<file path="src/common/tpat_pkg.sv">
// Purpose: Shared constants of the timed pattern output unit register side.
// Assumes: 16-bit byte addresses and 8-bit data on the plain register port.
// Notes:   Every offset, field position and reset value is named here once.
package tpat_pkg;

  // ----------------------------------------------------------------------
  // Register offsets
  // ----------------------------------------------------------------------
  localparam logic [15:0] ADDR_GROUP_TRIGGER_SELECT = 16'hffa1;
  localparam logic [15:0] ADDR_PORT_B_COPY_ENABLE   = 16'hffa2;
  localparam logic [15:0] ADDR_PORT_A_COPY_ENABLE   = 16'hffa3;
  localparam logic [15:0] ADDR_PORT_B_NEXT_HI       = 16'hffa4;
  localparam logic [15:0] ADDR_PORT_A_NEXT_HI       = 16'hffa5;
  localparam logic [15:0] ADDR_PORT_B_NEXT_LO       = 16'hffa6;
  localparam logic [15:0] ADDR_PORT_A_NEXT_LO       = 16'hffa7;
  localparam logic [15:0] ADDR_PORT_A_OUTPUT_VALUES = 16'hffd3;
  localparam logic [15:0] ADDR_PORT_B_OUTPUT_VALUES = 16'hffd6;

  // ----------------------------------------------------------------------
  // Field positions of the trigger select register
  // ----------------------------------------------------------------------
  localparam int GROUP0_SEL_LSB = 0;
  localparam int GROUP1_SEL_LSB = 2;
  localparam int GROUP2_SEL_LSB = 4;
  localparam int GROUP3_SEL_LSB = 6;

  // ----------------------------------------------------------------------
  // Reset values and fixed read values
  // ----------------------------------------------------------------------
  localparam logic [7:0] RESET_NEXT_PATTERN   = 8'h00;
  localparam logic [7:0] RESET_COPY_ENABLE    = 8'h00;
  localparam logic [7:0] RESET_OUTPUT_VALUES  = 8'h00;
  localparam logic [7:0] RESET_TRIGGER_SELECT = 8'hff;
  localparam logic [3:0] RESERVED_NIBBLE      = 4'hf;
  localparam logic [7:0] RESERVED_BYTE        = 8'hff;
  localparam logic [7:0] UNMAPPED_READ        = 8'h00;

endpackage : tpat_pkg

</file>
<file path="src/logic/timed_pattern_unit.sv">
// Purpose: Register side of the timed pattern unit for ports A and B.
// Assumes: Plain register port, read data one cycle after the read strobe.
// Notes:   Compare-match inputs are one-cycle pulses from the timer pulse unit.
//
// Overview of operation
// Port A output values register holds pattern bits for groups 0 and 1.
// Port A output bits with copy enable set ignore software writes.
// Port B output values register holds pattern bits for groups 2 and 3.
// Port B output bits with copy enable set ignore software writes.
// Software sets port B direction bits for pattern pins; register write-only.
// Selected trigger copies enabled port A next bits into port A outputs.
// Selected trigger copies enabled port B next bits into port B outputs.
// Port A next pattern clears on reset and hardware standby only.
// Port B next pattern clears on reset and hardware standby only.
// Shared trigger: port A next byte at FFA5, FFA7 reads all ones.
// Split triggers: group 1 nibble at FFA5, group 0 at FFA7, rest ones.
// Shared trigger: port B next byte at FFA4, FFA6 reads all ones.
// Split triggers: group 3 nibble at FFA4, group 2 at FFA6, rest ones.
// Port A enable bit set lets its next bit copy on trigger.
// Port A enable bit clear leaves its output bit unchanged on trigger.
// Port A copy enable clears on reset and hardware standby only.
// Two-bit group select picks timer channel 0 to 3; register resets FF.
// Port B enable bits gate port B copies like port A.
// Software sets port A direction bits for every pattern output pin.
// Shared trigger updates both nibbles of a port in one cycle.
module timed_pattern_unit (
  input  wire logic        i_sys_clk,
  input  wire logic        i_reset,
  input  wire logic        i_hw_standby,
  input  wire logic [15:0] i_addr,
  input  wire logic [7:0]  i_wr_data,
  input  wire logic        i_wr_stb,
  input  wire logic        i_rd_stb,
  input  wire logic [3:0]  i_compare_match,
  output logic      [7:0]  o_rd_data,
  output logic      [7:0]  o_port_a_pattern,
  output logic      [7:0]  o_port_b_pattern
);

  // ----------------------------------------------------------------------
  // Trigger selection
  // ----------------------------------------------------------------------
  logic [7:0] group_trigger_select_q;
  logic [1:0] sel_g0;
  logic [1:0] sel_g1;
  logic [1:0] sel_g2;
  logic [1:0] sel_g3;
  logic       trig_g0;
  logic       trig_g1;
  logic       trig_g2;
  logic       trig_g3;
  logic       a_shared;
  logic       b_shared;

  // Trigger select register, initialised to channel 3 for every group.
  always_ff @(posedge i_sys_clk or posedge i_reset) begin
    if (i_reset) begin
      group_trigger_select_q <= tpat_pkg::RESET_TRIGGER_SELECT;
    end else if (i_hw_standby) begin
      group_trigger_select_q <= tpat_pkg::RESET_TRIGGER_SELECT;
    end else if (i_wr_stb && i_addr == tpat_pkg::ADDR_GROUP_TRIGGER_SELECT) begin
      group_trigger_select_q <= i_wr_data;
    end
  end

  // Field extraction and channel pick for each group.
  assign sel_g0  = group_trigger_select_q[tpat_pkg::GROUP0_SEL_LSB +: 2];
  assign sel_g1  = group_trigger_select_q[tpat_pkg::GROUP1_SEL_LSB +: 2];
  assign sel_g2  = group_trigger_select_q[tpat_pkg::GROUP2_SEL_LSB +: 2];
  assign sel_g3  = group_trigger_select_q[tpat_pkg::GROUP3_SEL_LSB +: 2];
  assign trig_g0 = i_compare_match[sel_g0];
  assign trig_g1 = i_compare_match[sel_g1];
  assign trig_g2 = i_compare_match[sel_g2];
  assign trig_g3 = i_compare_match[sel_g3];

  // Address layout of the next pattern registers follows the shared flag.
  assign a_shared = (sel_g0 == sel_g1);
  assign b_shared = (sel_g2 == sel_g3);

  // ----------------------------------------------------------------------
  // Write decode
  // ----------------------------------------------------------------------
  logic wr_a_hi_addr;
  logic wr_a_lo_addr;
  logic wr_b_hi_addr;
  logic wr_b_lo_addr;
  logic a_next_wr_hi;
  logic a_next_wr_lo;
  logic b_next_wr_hi;
  logic b_next_wr_lo;
  logic a_out_wr;
  logic b_out_wr;
  logic a_en_wr;
  logic b_en_wr;

  // Strobes for each address of the next pattern pair.
  assign wr_a_hi_addr = i_wr_stb && (i_addr == tpat_pkg::ADDR_PORT_A_NEXT_HI);
  assign wr_a_lo_addr = i_wr_stb && (i_addr == tpat_pkg::ADDR_PORT_A_NEXT_LO);
  assign wr_b_hi_addr = i_wr_stb && (i_addr == tpat_pkg::ADDR_PORT_B_NEXT_HI);
  assign wr_b_lo_addr = i_wr_stb && (i_addr == tpat_pkg::ADDR_PORT_B_NEXT_LO);

  // Shared: the high address takes the whole byte and the low one is inert.
  // Split: each address reaches only its own nibble.
  assign a_next_wr_hi = wr_a_hi_addr;
  assign a_next_wr_lo = a_shared ? wr_a_hi_addr : wr_a_lo_addr;
  assign b_next_wr_hi = wr_b_hi_addr;
  assign b_next_wr_lo = b_shared ? wr_b_hi_addr : wr_b_lo_addr;

  // Output values and copy enable strobes.
  assign a_out_wr = i_wr_stb && (i_addr == tpat_pkg::ADDR_PORT_A_OUTPUT_VALUES);
  assign b_out_wr = i_wr_stb && (i_addr == tpat_pkg::ADDR_PORT_B_OUTPUT_VALUES);
  assign a_en_wr  = i_wr_stb && (i_addr == tpat_pkg::ADDR_PORT_A_COPY_ENABLE);
  assign b_en_wr  = i_wr_stb && (i_addr == tpat_pkg::ADDR_PORT_B_COPY_ENABLE);

  // ----------------------------------------------------------------------
  // Pattern ports
  // ----------------------------------------------------------------------
  logic [7:0] port_a_output_values;
  logic [7:0] port_a_next_pattern;
  logic [7:0] port_a_copy_enable;
  logic [7:0] port_b_output_values;
  logic [7:0] port_b_next_pattern;
  logic [7:0] port_b_copy_enable;

  // Port A: groups 0 (low nibble) and 1 (high nibble).
  pattern_port u_port_a (
    .i_sys_clk    (i_sys_clk),
    .i_reset      (i_reset),
    .i_hw_standby (i_hw_standby),
    .i_out_wr     (a_out_wr),
    .i_en_wr      (a_en_wr),
    .i_next_wr_hi (a_next_wr_hi),
    .i_next_wr_lo (a_next_wr_lo),
    .i_wr_data    (i_wr_data),
    .i_trig_lo    (trig_g0),
    .i_trig_hi    (trig_g1),
    .o_out_values (port_a_output_values),
    .o_next       (port_a_next_pattern),
    .o_enable     (port_a_copy_enable)
  );

  // Port B: groups 2 (low nibble) and 3 (high nibble).
  pattern_port u_port_b (
    .i_sys_clk    (i_sys_clk),
    .i_reset      (i_reset),
    .i_hw_standby (i_hw_standby),
    .i_out_wr     (b_out_wr),
    .i_en_wr      (b_en_wr),
    .i_next_wr_hi (b_next_wr_hi),
    .i_next_wr_lo (b_next_wr_lo),
    .i_wr_data    (i_wr_data),
    .i_trig_lo    (trig_g2),
    .i_trig_hi    (trig_g3),
    .o_out_values (port_b_output_values),
    .o_next       (port_b_next_pattern),
    .o_enable     (port_b_copy_enable)
  );

  assign o_port_a_pattern = port_a_output_values;
  assign o_port_b_pattern = port_b_output_values;

  // ----------------------------------------------------------------------
  // Read path
  // ----------------------------------------------------------------------
  logic [7:0] rd_mux;
  logic [7:0] rd_data_q;

  // Reserved nibbles and the inert address of a shared pair read as ones.
  always_comb begin
    rd_mux = tpat_pkg::UNMAPPED_READ;
    unique case (i_addr)
      tpat_pkg::ADDR_GROUP_TRIGGER_SELECT: rd_mux = group_trigger_select_q;
      tpat_pkg::ADDR_PORT_B_COPY_ENABLE:   rd_mux = port_b_copy_enable;
      tpat_pkg::ADDR_PORT_A_COPY_ENABLE:   rd_mux = port_a_copy_enable;
      tpat_pkg::ADDR_PORT_A_OUTPUT_VALUES: rd_mux = port_a_output_values;
      tpat_pkg::ADDR_PORT_B_OUTPUT_VALUES: rd_mux = port_b_output_values;
      tpat_pkg::ADDR_PORT_A_NEXT_HI: begin
        rd_mux = a_shared ? port_a_next_pattern
                          : {port_a_next_pattern[7:4], tpat_pkg::RESERVED_NIBBLE};
      end
      tpat_pkg::ADDR_PORT_A_NEXT_LO: begin
        rd_mux = a_shared ? tpat_pkg::RESERVED_BYTE
                          : {tpat_pkg::RESERVED_NIBBLE, port_a_next_pattern[3:0]};
      end
      tpat_pkg::ADDR_PORT_B_NEXT_HI: begin
        rd_mux = b_shared ? port_b_next_pattern
                          : {port_b_next_pattern[7:4], tpat_pkg::RESERVED_NIBBLE};
      end
      tpat_pkg::ADDR_PORT_B_NEXT_LO: begin
        rd_mux = b_shared ? tpat_pkg::RESERVED_BYTE
                          : {tpat_pkg::RESERVED_NIBBLE, port_b_next_pattern[3:0]};
      end
      default: rd_mux = tpat_pkg::UNMAPPED_READ;
    endcase
  end

  // Read data stand only in the cycle after the read strobe, zero otherwise.
  always_ff @(posedge i_sys_clk or posedge i_reset) begin
    if (i_reset) begin
      rd_data_q <= tpat_pkg::UNMAPPED_READ;
    end else if (i_rd_stb) begin
      rd_data_q <= rd_mux;
    end else begin
      rd_data_q <= tpat_pkg::UNMAPPED_READ;
    end
  end

  assign o_rd_data = rd_data_q;

  // ----------------------------------------------------------------------
  // Assertions
  // ----------------------------------------------------------------------

  // Enabled low-nibble bits of port A follow the next pattern on a group 0 trigger.
  property p_a_copy_lo;
    @(posedge i_sys_clk) disable iff (i_reset)
      (trig_g0 && !i_hw_standby) |=>
        ((port_a_output_values[3:0] & $past(port_a_copy_enable[3:0]))
         == ($past(port_a_next_pattern[3:0]) & $past(port_a_copy_enable[3:0])));
  endproperty
  a_a_copy_lo: assert property (p_a_copy_lo) else $error("port A group 0 copy wrong");

  // Disabled port A bits keep their value across a trigger without a write.
  property p_a_blocked;
    @(posedge i_sys_clk) disable iff (i_reset)
      ((trig_g0 || trig_g1) && !a_out_wr && !i_hw_standby) |=>
        ((port_a_output_values & ~$past(port_a_copy_enable))
         == ($past(port_a_output_values) & ~$past(port_a_copy_enable)));
  endproperty
  a_a_blocked: assert property (p_a_blocked) else $error("port A disabled bit changed");

  // Software writes never move enabled port A bits when no trigger fires.
  property p_a_read_only;
    @(posedge i_sys_clk) disable iff (i_reset)
      (a_out_wr && !trig_g0 && !trig_g1 && !i_hw_standby) |=>
        ((port_a_output_values & $past(port_a_copy_enable))
         == ($past(port_a_output_values) & $past(port_a_copy_enable)));
  endproperty
  a_a_read_only: assert property (p_a_read_only) else $error("port A read-only bit written");

  // Software writes never move enabled port B bits when no trigger fires.
  property p_b_read_only;
    @(posedge i_sys_clk) disable iff (i_reset)
      (b_out_wr && !trig_g2 && !trig_g3 && !i_hw_standby) |=>
        ((port_b_output_values & $past(port_b_copy_enable))
         == ($past(port_b_output_values) & $past(port_b_copy_enable)));
  endproperty
  a_b_read_only: assert property (p_b_read_only) else $error("port B read-only bit written");

  // Enabled high-nibble bits of port B follow the next pattern on a group 3 trigger.
  property p_b_copy_hi;
    @(posedge i_sys_clk) disable iff (i_reset)
      (trig_g3 && !i_hw_standby) |=>
        ((port_b_output_values[7:4] & $past(port_b_copy_enable[7:4]))
         == ($past(port_b_next_pattern[7:4]) & $past(port_b_copy_enable[7:4])));
  endproperty
  a_b_copy_hi: assert property (p_b_copy_hi) else $error("port B group 3 copy wrong");

  // With a shared trigger both nibbles of port B take the next byte together.
  property p_b_shared_both;
    @(posedge i_sys_clk) disable iff (i_reset)
      (b_shared && trig_g2 && port_b_copy_enable == 8'hff && !i_hw_standby) |=>
        (port_b_output_values == $past(port_b_next_pattern));
  endproperty
  a_b_shared_both: assert property (p_b_shared_both) else $error("port B nibbles split");

  // Hardware standby clears both next patterns and the port A copy enable.
  property p_standby_clear;
    @(posedge i_sys_clk) disable iff (i_reset)
      i_hw_standby |=>
        (port_a_next_pattern == 8'h00 && port_b_next_pattern == 8'h00
         && port_a_copy_enable == 8'h00);
  endproperty
  a_standby_clear: assert property (p_standby_clear) else $error("standby did not clear");

  // The inert address of a shared port A pair reads all ones a cycle later.
  property p_a_shared_lo_read;
    @(posedge i_sys_clk) disable iff (i_reset)
      (i_rd_stb && a_shared && i_addr == tpat_pkg::ADDR_PORT_A_NEXT_LO) |=>
        (o_rd_data == 8'hff);
  endproperty
  a_a_shared_lo_read: assert property (p_a_shared_lo_read) else $error("reserved read wrong");

  // A split port B pair shows ones in the low nibble of the high address.
  property p_b_split_hi_read;
    @(posedge i_sys_clk) disable iff (i_reset)
      (i_rd_stb && !b_shared && i_addr == tpat_pkg::ADDR_PORT_B_NEXT_HI) |=>
        (o_rd_data[3:0] == 4'hf && o_rd_data[7:4] == $past(port_b_next_pattern[7:4]));
  endproperty
  a_b_split_hi_read: assert property (p_b_split_hi_read) else $error("split read wrong");

  // A high-address write to a split port A pair leaves the group 0 nibble alone.
  property p_a_split_hi_write;
    @(posedge i_sys_clk) disable iff (i_reset)
      (wr_a_hi_addr && !a_shared && !i_hw_standby) |=>
        (port_a_next_pattern[3:0] == $past(port_a_next_pattern[3:0])
         && port_a_next_pattern[7:4] == $past(i_wr_data[7:4]));
  endproperty
  a_a_split_hi_write: assert property (p_a_split_hi_write) else $error("split write wrong");

  // With group 3 on channel 1, matches of the other channels leave its nibble alone.
  property p_sel_channel;
    @(posedge i_sys_clk) disable iff (i_reset)
      (sel_g3 == 2'h1 && !i_compare_match[1] && !b_out_wr && !i_hw_standby) |=>
        (port_b_output_values[7:4] == $past(port_b_output_values[7:4]));
  endproperty
  a_sel_channel: assert property (p_sel_channel) else $error("group 3 channel wrong");

endmodule // timed_pattern_unit

</file>
<file path="src/logic/pattern_port.sv">
// Purpose: One 8-bit pattern port: next pattern, copy enable and output values.
// Assumes: Triggers are one-cycle pulses; write strobes are decoded by the caller.
// Notes:   Bits with copy enable set ignore software writes to the output values.
module pattern_port (
  input  wire logic       i_sys_clk,
  input  wire logic       i_reset,
  input  wire logic       i_hw_standby,
  input  wire logic       i_out_wr,
  input  wire logic       i_en_wr,
  input  wire logic       i_next_wr_hi,
  input  wire logic       i_next_wr_lo,
  input  wire logic [7:0] i_wr_data,
  input  wire logic       i_trig_lo,
  input  wire logic       i_trig_hi,
  output logic      [7:0] o_out_values,
  output logic      [7:0] o_next,
  output logic      [7:0] o_enable
);

  // ----------------------------------------------------------------------
  // Storage
  // ----------------------------------------------------------------------
  logic [7:0] next_q;
  logic [7:0] enable_q;
  logic [7:0] out_q;
  logic [7:0] out_d;
  logic [7:0] copy_mask;

  // Next pattern nibbles; hardware standby clears, software standby does not.
  always_ff @(posedge i_sys_clk or posedge i_reset) begin
    if (i_reset) begin
      next_q <= tpat_pkg::RESET_NEXT_PATTERN;
    end else if (i_hw_standby) begin
      next_q <= tpat_pkg::RESET_NEXT_PATTERN;
    end else begin
      if (i_next_wr_hi) begin
        next_q[7:4] <= i_wr_data[7:4];
      end
      if (i_next_wr_lo) begin
        next_q[3:0] <= i_wr_data[3:0];
      end
    end
  end

  // Per-bit copy enable, cleared by reset and hardware standby.
  always_ff @(posedge i_sys_clk or posedge i_reset) begin
    if (i_reset) begin
      enable_q <= tpat_pkg::RESET_COPY_ENABLE;
    end else if (i_hw_standby) begin
      enable_q <= tpat_pkg::RESET_COPY_ENABLE;
    end else if (i_en_wr) begin
      enable_q <= i_wr_data;
    end
  end

  // Bits that take the next pattern in this cycle: enabled and triggered.
  assign copy_mask = enable_q & {{4{i_trig_hi}}, {4{i_trig_lo}}};

  // Output value: software reaches only disabled bits, triggers only enabled ones.
  always_comb begin
    out_d = out_q;
    if (i_out_wr) begin
      out_d = (i_wr_data & ~enable_q) | (out_q & enable_q);
    end
    out_d = (next_q & copy_mask) | (out_d & ~copy_mask);
  end

  // Output value register.
  always_ff @(posedge i_sys_clk or posedge i_reset) begin
    if (i_reset) begin
      out_q <= tpat_pkg::RESET_OUTPUT_VALUES;
    end else if (i_hw_standby) begin
      out_q <= tpat_pkg::RESET_OUTPUT_VALUES;
    end else begin
      out_q <= out_d;
    end
  end

  assign o_out_values = out_q;
  assign o_next       = next_q;
  assign o_enable     = enable_q;

endmodule // pattern_port

</file>
<file path="config.mk">
export PLATFORM = sky130hd
export DESIGN_NAME = timed_pattern_unit
export DESIGN_NICKNAME = d
export VERILOG_FILES = /design/src/common/tpat_pkg.sv /design/src/logic/timed_pattern_unit.sv /design/src/logic/pattern_port.sv
export SDC_FILE = /design/constraint.sdc
export NUM_CORES = 1
export LEC_CHECK = 0
export BUFFER_PORTS_ARGS = -buffer_cell sky130_fd_sc_hd__buf_4
export CORE_MARGIN = 2
export CORE_UTILIZATION = 41
export DETAILED_ROUTE_END_ITERATION = 16
export MAX_ROUTING_LAYER = met4
export PLACE_DENSITY = 0.61
export SYNTH_ARGS = -nofsm -noshare
export SYNTH_HDL_FRONTEND = slang
export SYNTH_SLANG_ARGS = --single-unit
export TNS_END_PERCENT = 5
</file>
<file path="constraint.sdc">
create_clock -name i_sys_clk -period 1.57 [get_ports i_sys_clk]
set_input_delay 0.0785 -clock i_sys_clk [delete_from_list [all_inputs] [get_ports i_sys_clk]]
set_output_delay 0.0785 -clock i_sys_clk [all_outputs]
set_load 0.005 [all_outputs]
</file>
==> impl_results.md, run 1 <==
- Syn Inst Count: 389
- Number of synthesized register bits: 64
- Max Cap Viol: 0
- Worst min path class: in2reg
- Outcome: finished with violations
- Syn avg cell area: 10.14 um2
- Setup Skew: 0.005105 ns
- Top achievable clock speed: 0.5746 GHz
- Number of synthesized flops with an enable pin: 0
- Die ar.: 10420 um2
- Clock transition at path regs: 0.07 ns
- WP data arrival: 1.94 ns
- Setup violators final: 25
- Final hold vios: 0
- Yosys warning count: 0
- Diodes inserted: 0
- CP Data Required Time: 1.77 ns
- Core Footprint: 9284 um2
- Nets: 534
- Wirelength per Cell: 20.11 um
- Leak Pwr: 2.363 nW
- Layout area overhead: 33.34%
- # DRC: 0
- Number of iterations in the first detailed-routing pass: 6
- Non-filler instance count after layout: 635
- Slew headroom: 0.5589
- Cell variety after synth: 63
- IO Pins: 57
- CTS tree: done
- PortBufs: 56
- Maximum VDD drop: 333.2 uV
- Minimum clock period after layout: 1.740 ns
- Fin. max-slew vios: 0
- Cell area after synthesis: 3944 um2
- Worst Tran Pin Value: 0.6616 ns
- Startpoint types: flip-flop
- Largest net degree at the start of global routing: 65
- Tcrit/Tclk final: 1.108
- Power density over cell area: 657.8 nW/um2
- Asr flop ratio synth: 1.000
- Vias per cell: 5.951
- Final setup margin: -0.1703 ns
- Unrepaired setup endpoints after global routing: yes
- Crit path max fanout: 4
- Clock Tree Buf Depth: 2
- Root Driver: clkbuf_8
- WL final: 12.77 mm
- Remaining Overflow, GRT: 0
- Via count: 3779
- Vias in the first global route: 3843
- GRT Overall Usage: 0.2691
- Crit path kind: reg2reg
- Fillers: 840
- Placed cell count: 618
- Ys flop type: dfrtp_1
- Routability congestion estimate: 0.9159
- Antenna Nets Post-Route: 0
- Share of cells above drive strength 1: 0.3814
- Die width: 102.1 um
- Seq/Total Area, Yosys: 0.4086
- Crit end category: flip-flop
- Clock Sinks: 64
- Clock Latency Late Sink: 0.34 ns
- TritonCTS buffer count: 9
- Initial Utilization: 0.4248
- Violated checks: setup timing
- H-tree depth: 3
- First-pass GRT wire length: 20.53 mm
- Drt initial violations: 307
- Die height: 102.1 um
- FP Rows: 35
- DP HPWL: 9.289 mm
- Initial antenna violation count: 0
- Mapped Nets: 422
- Hold slack: 0.02466 ns
==> per-layer routing <==
layer  GRT usage  up-vias  share of wire  wire length, um
met4      0.1138        0          0.028              363
met5           -        -              0                0
met1      0.3492     1899           0.43             5515
met3     0.03830       24          0.052              659
met2      0.4236      143           0.49             6230
li1            -     1713              -                -
==> cells in the final DEF (no fill, tap or decap), drive strengths merged, types with 4 or more instances in the layout <==
| master | n |
|---|---|
| a211oi | 33 |
| a21boi | 8 |
| a21oi | 23 |
| a222oi | 6 |
| a22oi | 7 |
| a31oi | 8 |
| and2 | 7 |
| and3 | 10 |
| buf | 121 |
| clkbuf | 13 |
| dfrtp | 56 |
| dfstp | 8 |
| mux2i | 30 |
| mux4 | 4 |
| nand2 | 56 |
| nand3b | 10 |
| nand4 | 4 |
| nor2 | 23 |
| nor3 | 6 |
| nor4 | 8 |
| o211ai | 4 |
| o21ai | 8 |
| xor2 | 4 |
==> path summary, 6_finish.rpt <==
path / cells after the start / startpoint / endpoint / slack (ns)
min in group asynchronous: 4 / i_reset / u_port_a.o_enable[7]$_DFFE_PP0P_ / 0.35
max: 4 / group_trigger_select_q[4]$_DFFE_PP1P_ / u_port_b.o_out_values[1]$_DFF_PP0_ / -0.17
max reg2reg: 4 / group_trigger_select_q[4]$_DFFE_PP1P_ / u_port_b.o_out_values[1]$_DFF_PP0_ / -0.17
min reg2reg: 1 / u_port_a.o_enable[7]$_DFFE_PP0P_ / u_port_a.o_out_values[7]$_DFF_PP0_ / 0.54
max in group asynchronous: 4 / i_reset / group_trigger_select_q[3]$_DFFE_PP1P_ / 0.88
min: 3 / i_wr_data[5] / group_trigger_select_q[5]$_DFFE_PP1P_ / 0.02
==> per-stage QoR <==
step	util	TNS, ns	area [um2]	power, mW	setup WS [ns]
2_1_floorplan	-	-5.355	3950	1.835	-0.1107
3_3_place_gp	0.5303	-5.713	4923	2.024	-0.2001
3_5_place_dp	0.5303	-6.596	4923	2.029	-0.2747
4_1_cts	0.5608	-2.798	5206	3.491	-0.1345
5_1_grt	0.5664	-4.671	5259	3.581	-0.2361
6_report	0.5664	-2.492	5259	3.459	-0.1703
==> cell usage after synthesis (all sizes together), types with 2 or more instances <==
cell type  instances  area (um2)
nand3b            10       75.07
inv                3       11.26
a211o              2       17.52
nand4              4       55.05
a222oi             6       60.06
nand3              3       15.01
nor3               6       30.03
o21bai             2       15.01
nand4bb            3       66.31
nor2b              3       18.77
and2               7       46.30
dfrtp             56        1401
mux4               4       90.09
nor4b              2       17.52
clkbuf            10       37.54
nor2              23       86.33
a31oi              8       50.05
and4               3       26.28
buf               11       77.57
o21a               2       15.01
nor4               8       110.1
a21oi             23       145.1
and3              10       62.56
mux2i             30       300.3
nand2             56       230.2
a21boi             8       60.06
a22oi              7       52.55
a211oi            33       247.7
or4b               3       33.78
dfstp              8       210.2
xor2               4       35.03
o21ai              8       40.04
o211ai             4       30.03
==> kinds of logic after synthesis <==
group	after synthesis	share of synthesized area
buffers and inverters	24	0.03204
xor gates and xnor gates	5	0.01110
DFF	64	0.4086
and+or+nand+nor	147	0.2345
muxes	35	0.1018
AOI/OAI and AO/OA	114	0.2119
==> layout make-up <==
| class | count | area, um2 | area share |
|---|---|---|---|
| Multi-Input combinational cell | 301 | 2333 | 0.4437 |
| Sequential cell | 64 | 1612 | 0.3064 |
| Timing Repair Buffer | 122 | 942.2 | 0.1792 |
| Tap cell | 129 | 161.4 | 0.03069 |
| Clock buffer | 13 | 158.9 | 0.03022 |
| Clock inverter | 3 | 40.04 | 0.007614 |
| Inverter | 3 | 11.26 | 0.002141 |
==> repair_timing <==
| item | in CTS | in global routing |
|---|---|---|
| gates resized for setup | 12 | 13 |
| hold buffers | 1 | 0 |
| pin swaps | 17 | 3 |
| endpoints found under the hold margin | 56 | 0 |
| cloned | 0 | 0 |
| buffers inserted | 1 | 0 |
| endpoints found under the setup margin | 28 | 28 |
==> power by group <==
part	total (mW)	switching, mW	internal (mW)
logic	0.354	0.211	0.142
clock network	1.46	0.640	0.817
registers	1.65	0.0000225	1.65
==> sequential cells by signal (all words and copies together), names as in the netlist <==
name / flops
u_port_b.o_enable: 8
group_trigger_select_q: 8
o_rd_data: 8
u_port_b.o_next: 8
u_port_b.o_out_values: 8
u_port_a.o_out_values: 8
u_port_a.o_next: 8
u_port_a.o_enable: 8
==> critical path, stage by stage (launching register included) <==
cell      delay, ns
dfstp_2        0.57
buf_6          0.11
mux4_2         0.58
mux2i_1        0.24
a211oi_2       0.10
Power figures use the tool's default switching activity.
==> run 2, diff against run 1 <==
--- a/config.mk
+++ b/config.mk
@@ -6,11 +6,12 @@
 export NUM_CORES = 1
 export LEC_CHECK = 0
 export BUFFER_PORTS_ARGS = -buffer_cell sky130_fd_sc_hd__buf_4
+export CAP_MARGIN = 10
 export CORE_MARGIN = 2
-export CORE_UTILIZATION = 41
+export CORE_UTILIZATION = 40
 export DETAILED_ROUTE_END_ITERATION = 16
 export MAX_ROUTING_LAYER = met4
-export PLACE_DENSITY = 0.61
+export PLACE_DENSITY = 0.72
 export SYNTH_ARGS = -nofsm -noshare
 export SYNTH_HDL_FRONTEND = slang
 export SYNTH_SLANG_ARGS = --single-unit
==> run 2 against run 1 <==
The run still ends with setup timing left. First-iteration DRC count fell by 12%. Sequential cell count stayed put. Maximum frequency fell by 1.3%. Largest power group unchanged.
==> impl_results.md, run 2 (same netlist as run 1, synthesis figures left out) <==
- Violated checks: setup timing
- GRT Overall Usage: 0.2648 (-0.004266)
- Clock Latency Late Sink: 0.35 ns (about the same)
- Diodes inserted: 0 (unchanged)
- # DRC: 0 (unchanged)
- Top achievable clock speed: 0.5669 GHz (-1.3%)
- Largest stage delay, worst path: 0.59 ns (about the same)
- Critical path's top delay family: multiplexers
- Unrepaired setup endpoints after global routing: yes
- Leak Pwr: 2.366 nW (+0.15%)
- Slew headroom: 0.5578 (-0.001179)
- Die height: 103.3 um (+1.2%)
- Setup Skew: 0.005585 ns (+0.0004799 ns)
- First-pass GRT wire length: 20.60 mm (+0.34%)
- Logic pwr share: 0.107 (+0.005)
- Final setup margin: -0.1939 ns (-0.02358 ns)
- IO Pins: 57 (unchanged)
- H-tree depth: 3 (unchanged)
- Via count: 3867 (+2.3%)
- TritonCTS buffer count: 9 (unchanged)
- Sequential Power Share: 0.485 (+0.008)
- Tcrit/Tclk final: 1.124 (+0.01502)
- Worst hold stages: 3 (unchanged)
- Commonest cells after routing, fill and taps aside: buf_4, dfrtp_1, nand2_1
- CP bufs+invs: 1 (unchanged)
- Final design utilization: 0.5468 (-0.01967)
- Minimum clock period after layout: 1.764 ns (+0.02358 ns)
- Initial Utilization: 0.4072 (-0.01756)
- Initial antenna violation count: 0 (unchanged)
- Die ar.: 10670 um2 (+2.4%)
- Worst Tran Pin Value: 0.6633 ns (+0.001768 ns)
- NetSw: 878.1 uW (+3.2%)
- Pwr Total: 3.401 mW (-1.7%)
- Final hold vios: 0 (unchanged)
- Net Sw Frac: 0.2582 (+0.01218)
- Clock transition at path regs: 0.07 ns (about the same)
- Clock Tree Buf Depth: 2 (unchanged)
- WL final: 12.82 mm (+0.37%)
- Antenna Nets Post-Route: 0 (unchanged)
- Fin. max-slew vios: 0 (unchanged)
- Die width: 103.3 um (+1.2%)
- Instance count on the critical path: 4 (unchanged)
- Crit path max fanout: 4 (unchanged)
- Wirelength per Cell: 19.93 um (-0.88%)
- WP data arrival: 2.02 ns (+0.08 ns)
- Drt initial violations: 270 (-12%)
- Number of iterations in the first detailed-routing pass: 5 (-1)
- PortBufs: 56 (unchanged)
- Fillers: 854 (+1.7%)
- Max Cap Viol: 0 (unchanged)
- CP Data Required Time: 1.83 ns (+0.06 ns)
- Slowest cell on crit path: mux4_2
- Power density over cell area: 642.3 nW/um2 (-2.4%)
- Startpoint types: flip-flop
- Crit end category: flip-flop
- Vias in the first global route: 3977 (+3.5%)
- Root Driver: clkbuf_8
- Crit path kind: reg2reg
- Core Footprint: 9684 um2 (+4.3%)
- CP Cell Sequence: buf_6 > mux4_2 > mux2i_2 > a211oi_2
- Remaining Overflow, GRT: 0 (unchanged)
- Worst min path class: in2reg
- Nets: 538 (+0.75%)
- Maximum VDD drop: 656.8 uV (+97%)
- Post-Place Worst Slack: -0.2826 ns (-0.007891 ns)
- Sum Neg Setup Slack: -2.861 ns (-0.3687 ns)
- Largest net degree at the start of global routing: 65 (unchanged)
- FP Rows: 36 (+2.9%)
- Commonest non-fill, non-tap cell in the layout: buf_4
- Outcome: finished with violations
- Internal power: 2.523 mW (-3.3%)
- Vias per cell: 6.014 (+1.1%)
- Clock Sinks: 64 (unchanged)
- Routability congestion estimate: 0.9257 (+1.1%)
- DP HPWL: 9.379 mm (+0.97%)
- Register-to-Register Path Depth: 4 (unchanged)
- Setup violators final: 26 (+4.0%)
- Share of cells above drive strength 1: 0.3882 (+0.006812)
- Clk network pwr share: 0.408 (-0.013)
- Layout area overhead: 34.26%
- CTS tree: done
[run 2: power by group through the flow]
stage / Sequential (mW) / Clock (mW) / Combinational, mW
after global placement: 1.68 / 0 / 0.347
final: 1.65 / 1.39 / 0.363
after detailed placement: 1.68 / 0 / 0.355
after global routing: 1.65 / 1.48 / 0.389
after floorplan: 1.68 / 0 / 0.155
after CTS: 1.65 / 1.40 / 0.360
[run 2: metal layers]
metal,up-vias,track usage,wire length (um)
met4,0,0.1255,558
met5,-,-,0
met3,46,0.04234,906
met1,1905,0.3226,5205
met2,199,0.4316,6145
li1,1717,-,-
[run 2: layout make-up]
type | instances | area, um2 | area share
clock buffers | 10 | 127.6 | 0.02410
repair buffers | 126 | 968.4 | 0.1829
well taps | 133 | 166.4 | 0.03143
flip-flops and latches | 64 | 1612 | 0.3043
multi-input cells | 301 | 2350 | 0.4438
inverters | 3 | 11.26 | 0.002127
clock inverters | 6 | 60.06 | 0.01134
[run 2: what timing repair did]
item / CTS / global route
hold buffers: 1 / 0
endpoints found under the hold margin: 56 / 0
resized for setup: 12 / 13
setup endpoints to repair: 28 / 28
setup buffers: 1 / 1
pin swaps: 17 / 4
[run 2: final timing paths]
path | start | to | slack, ns
setup / recovery | group_trigger_select_q[6]$_DFFE_PP1P_ | u_port_b.o_out_values[5]$_DFF_PP0_ | -0.19
min in group asynchronous | i_reset | u_port_a.o_out_values[5]$_DFF_PP0_ | 0.36
max in group asynchronous | i_reset | group_trigger_select_q[0]$_DFFE_PP1P_ | 0.90
hold reg to reg | u_port_b.o_enable[7]$_DFFE_PP0P_ | u_port_b.o_out_values[7]$_DFF_PP0_ | 0.54
setup reg to reg | group_trigger_select_q[6]$_DFFE_PP1P_ | u_port_b.o_out_values[5]$_DFF_PP0_ | -0.19
hold / removal | i_wr_data[4] | group_trigger_select_q[4]$_DFFE_PP1P_ | 0.02
[run 2: stage by stage]
step,hold WS (ns),instance area (um2),std cells
after global placement,0.1802,4951,625
after global routing,0.02437,5295,643
after detailed placement,0.1831,4951,625
after floorplan,0.1958,3950,389
final,0.01935,5295,643
after CTS,0.01140,5221,643
[run 2: tightest hold or removal path, delay by kind of cell]
kind          cells  cell delay [ns]
buf+inv           1             0.15
simple gates      2             0.13
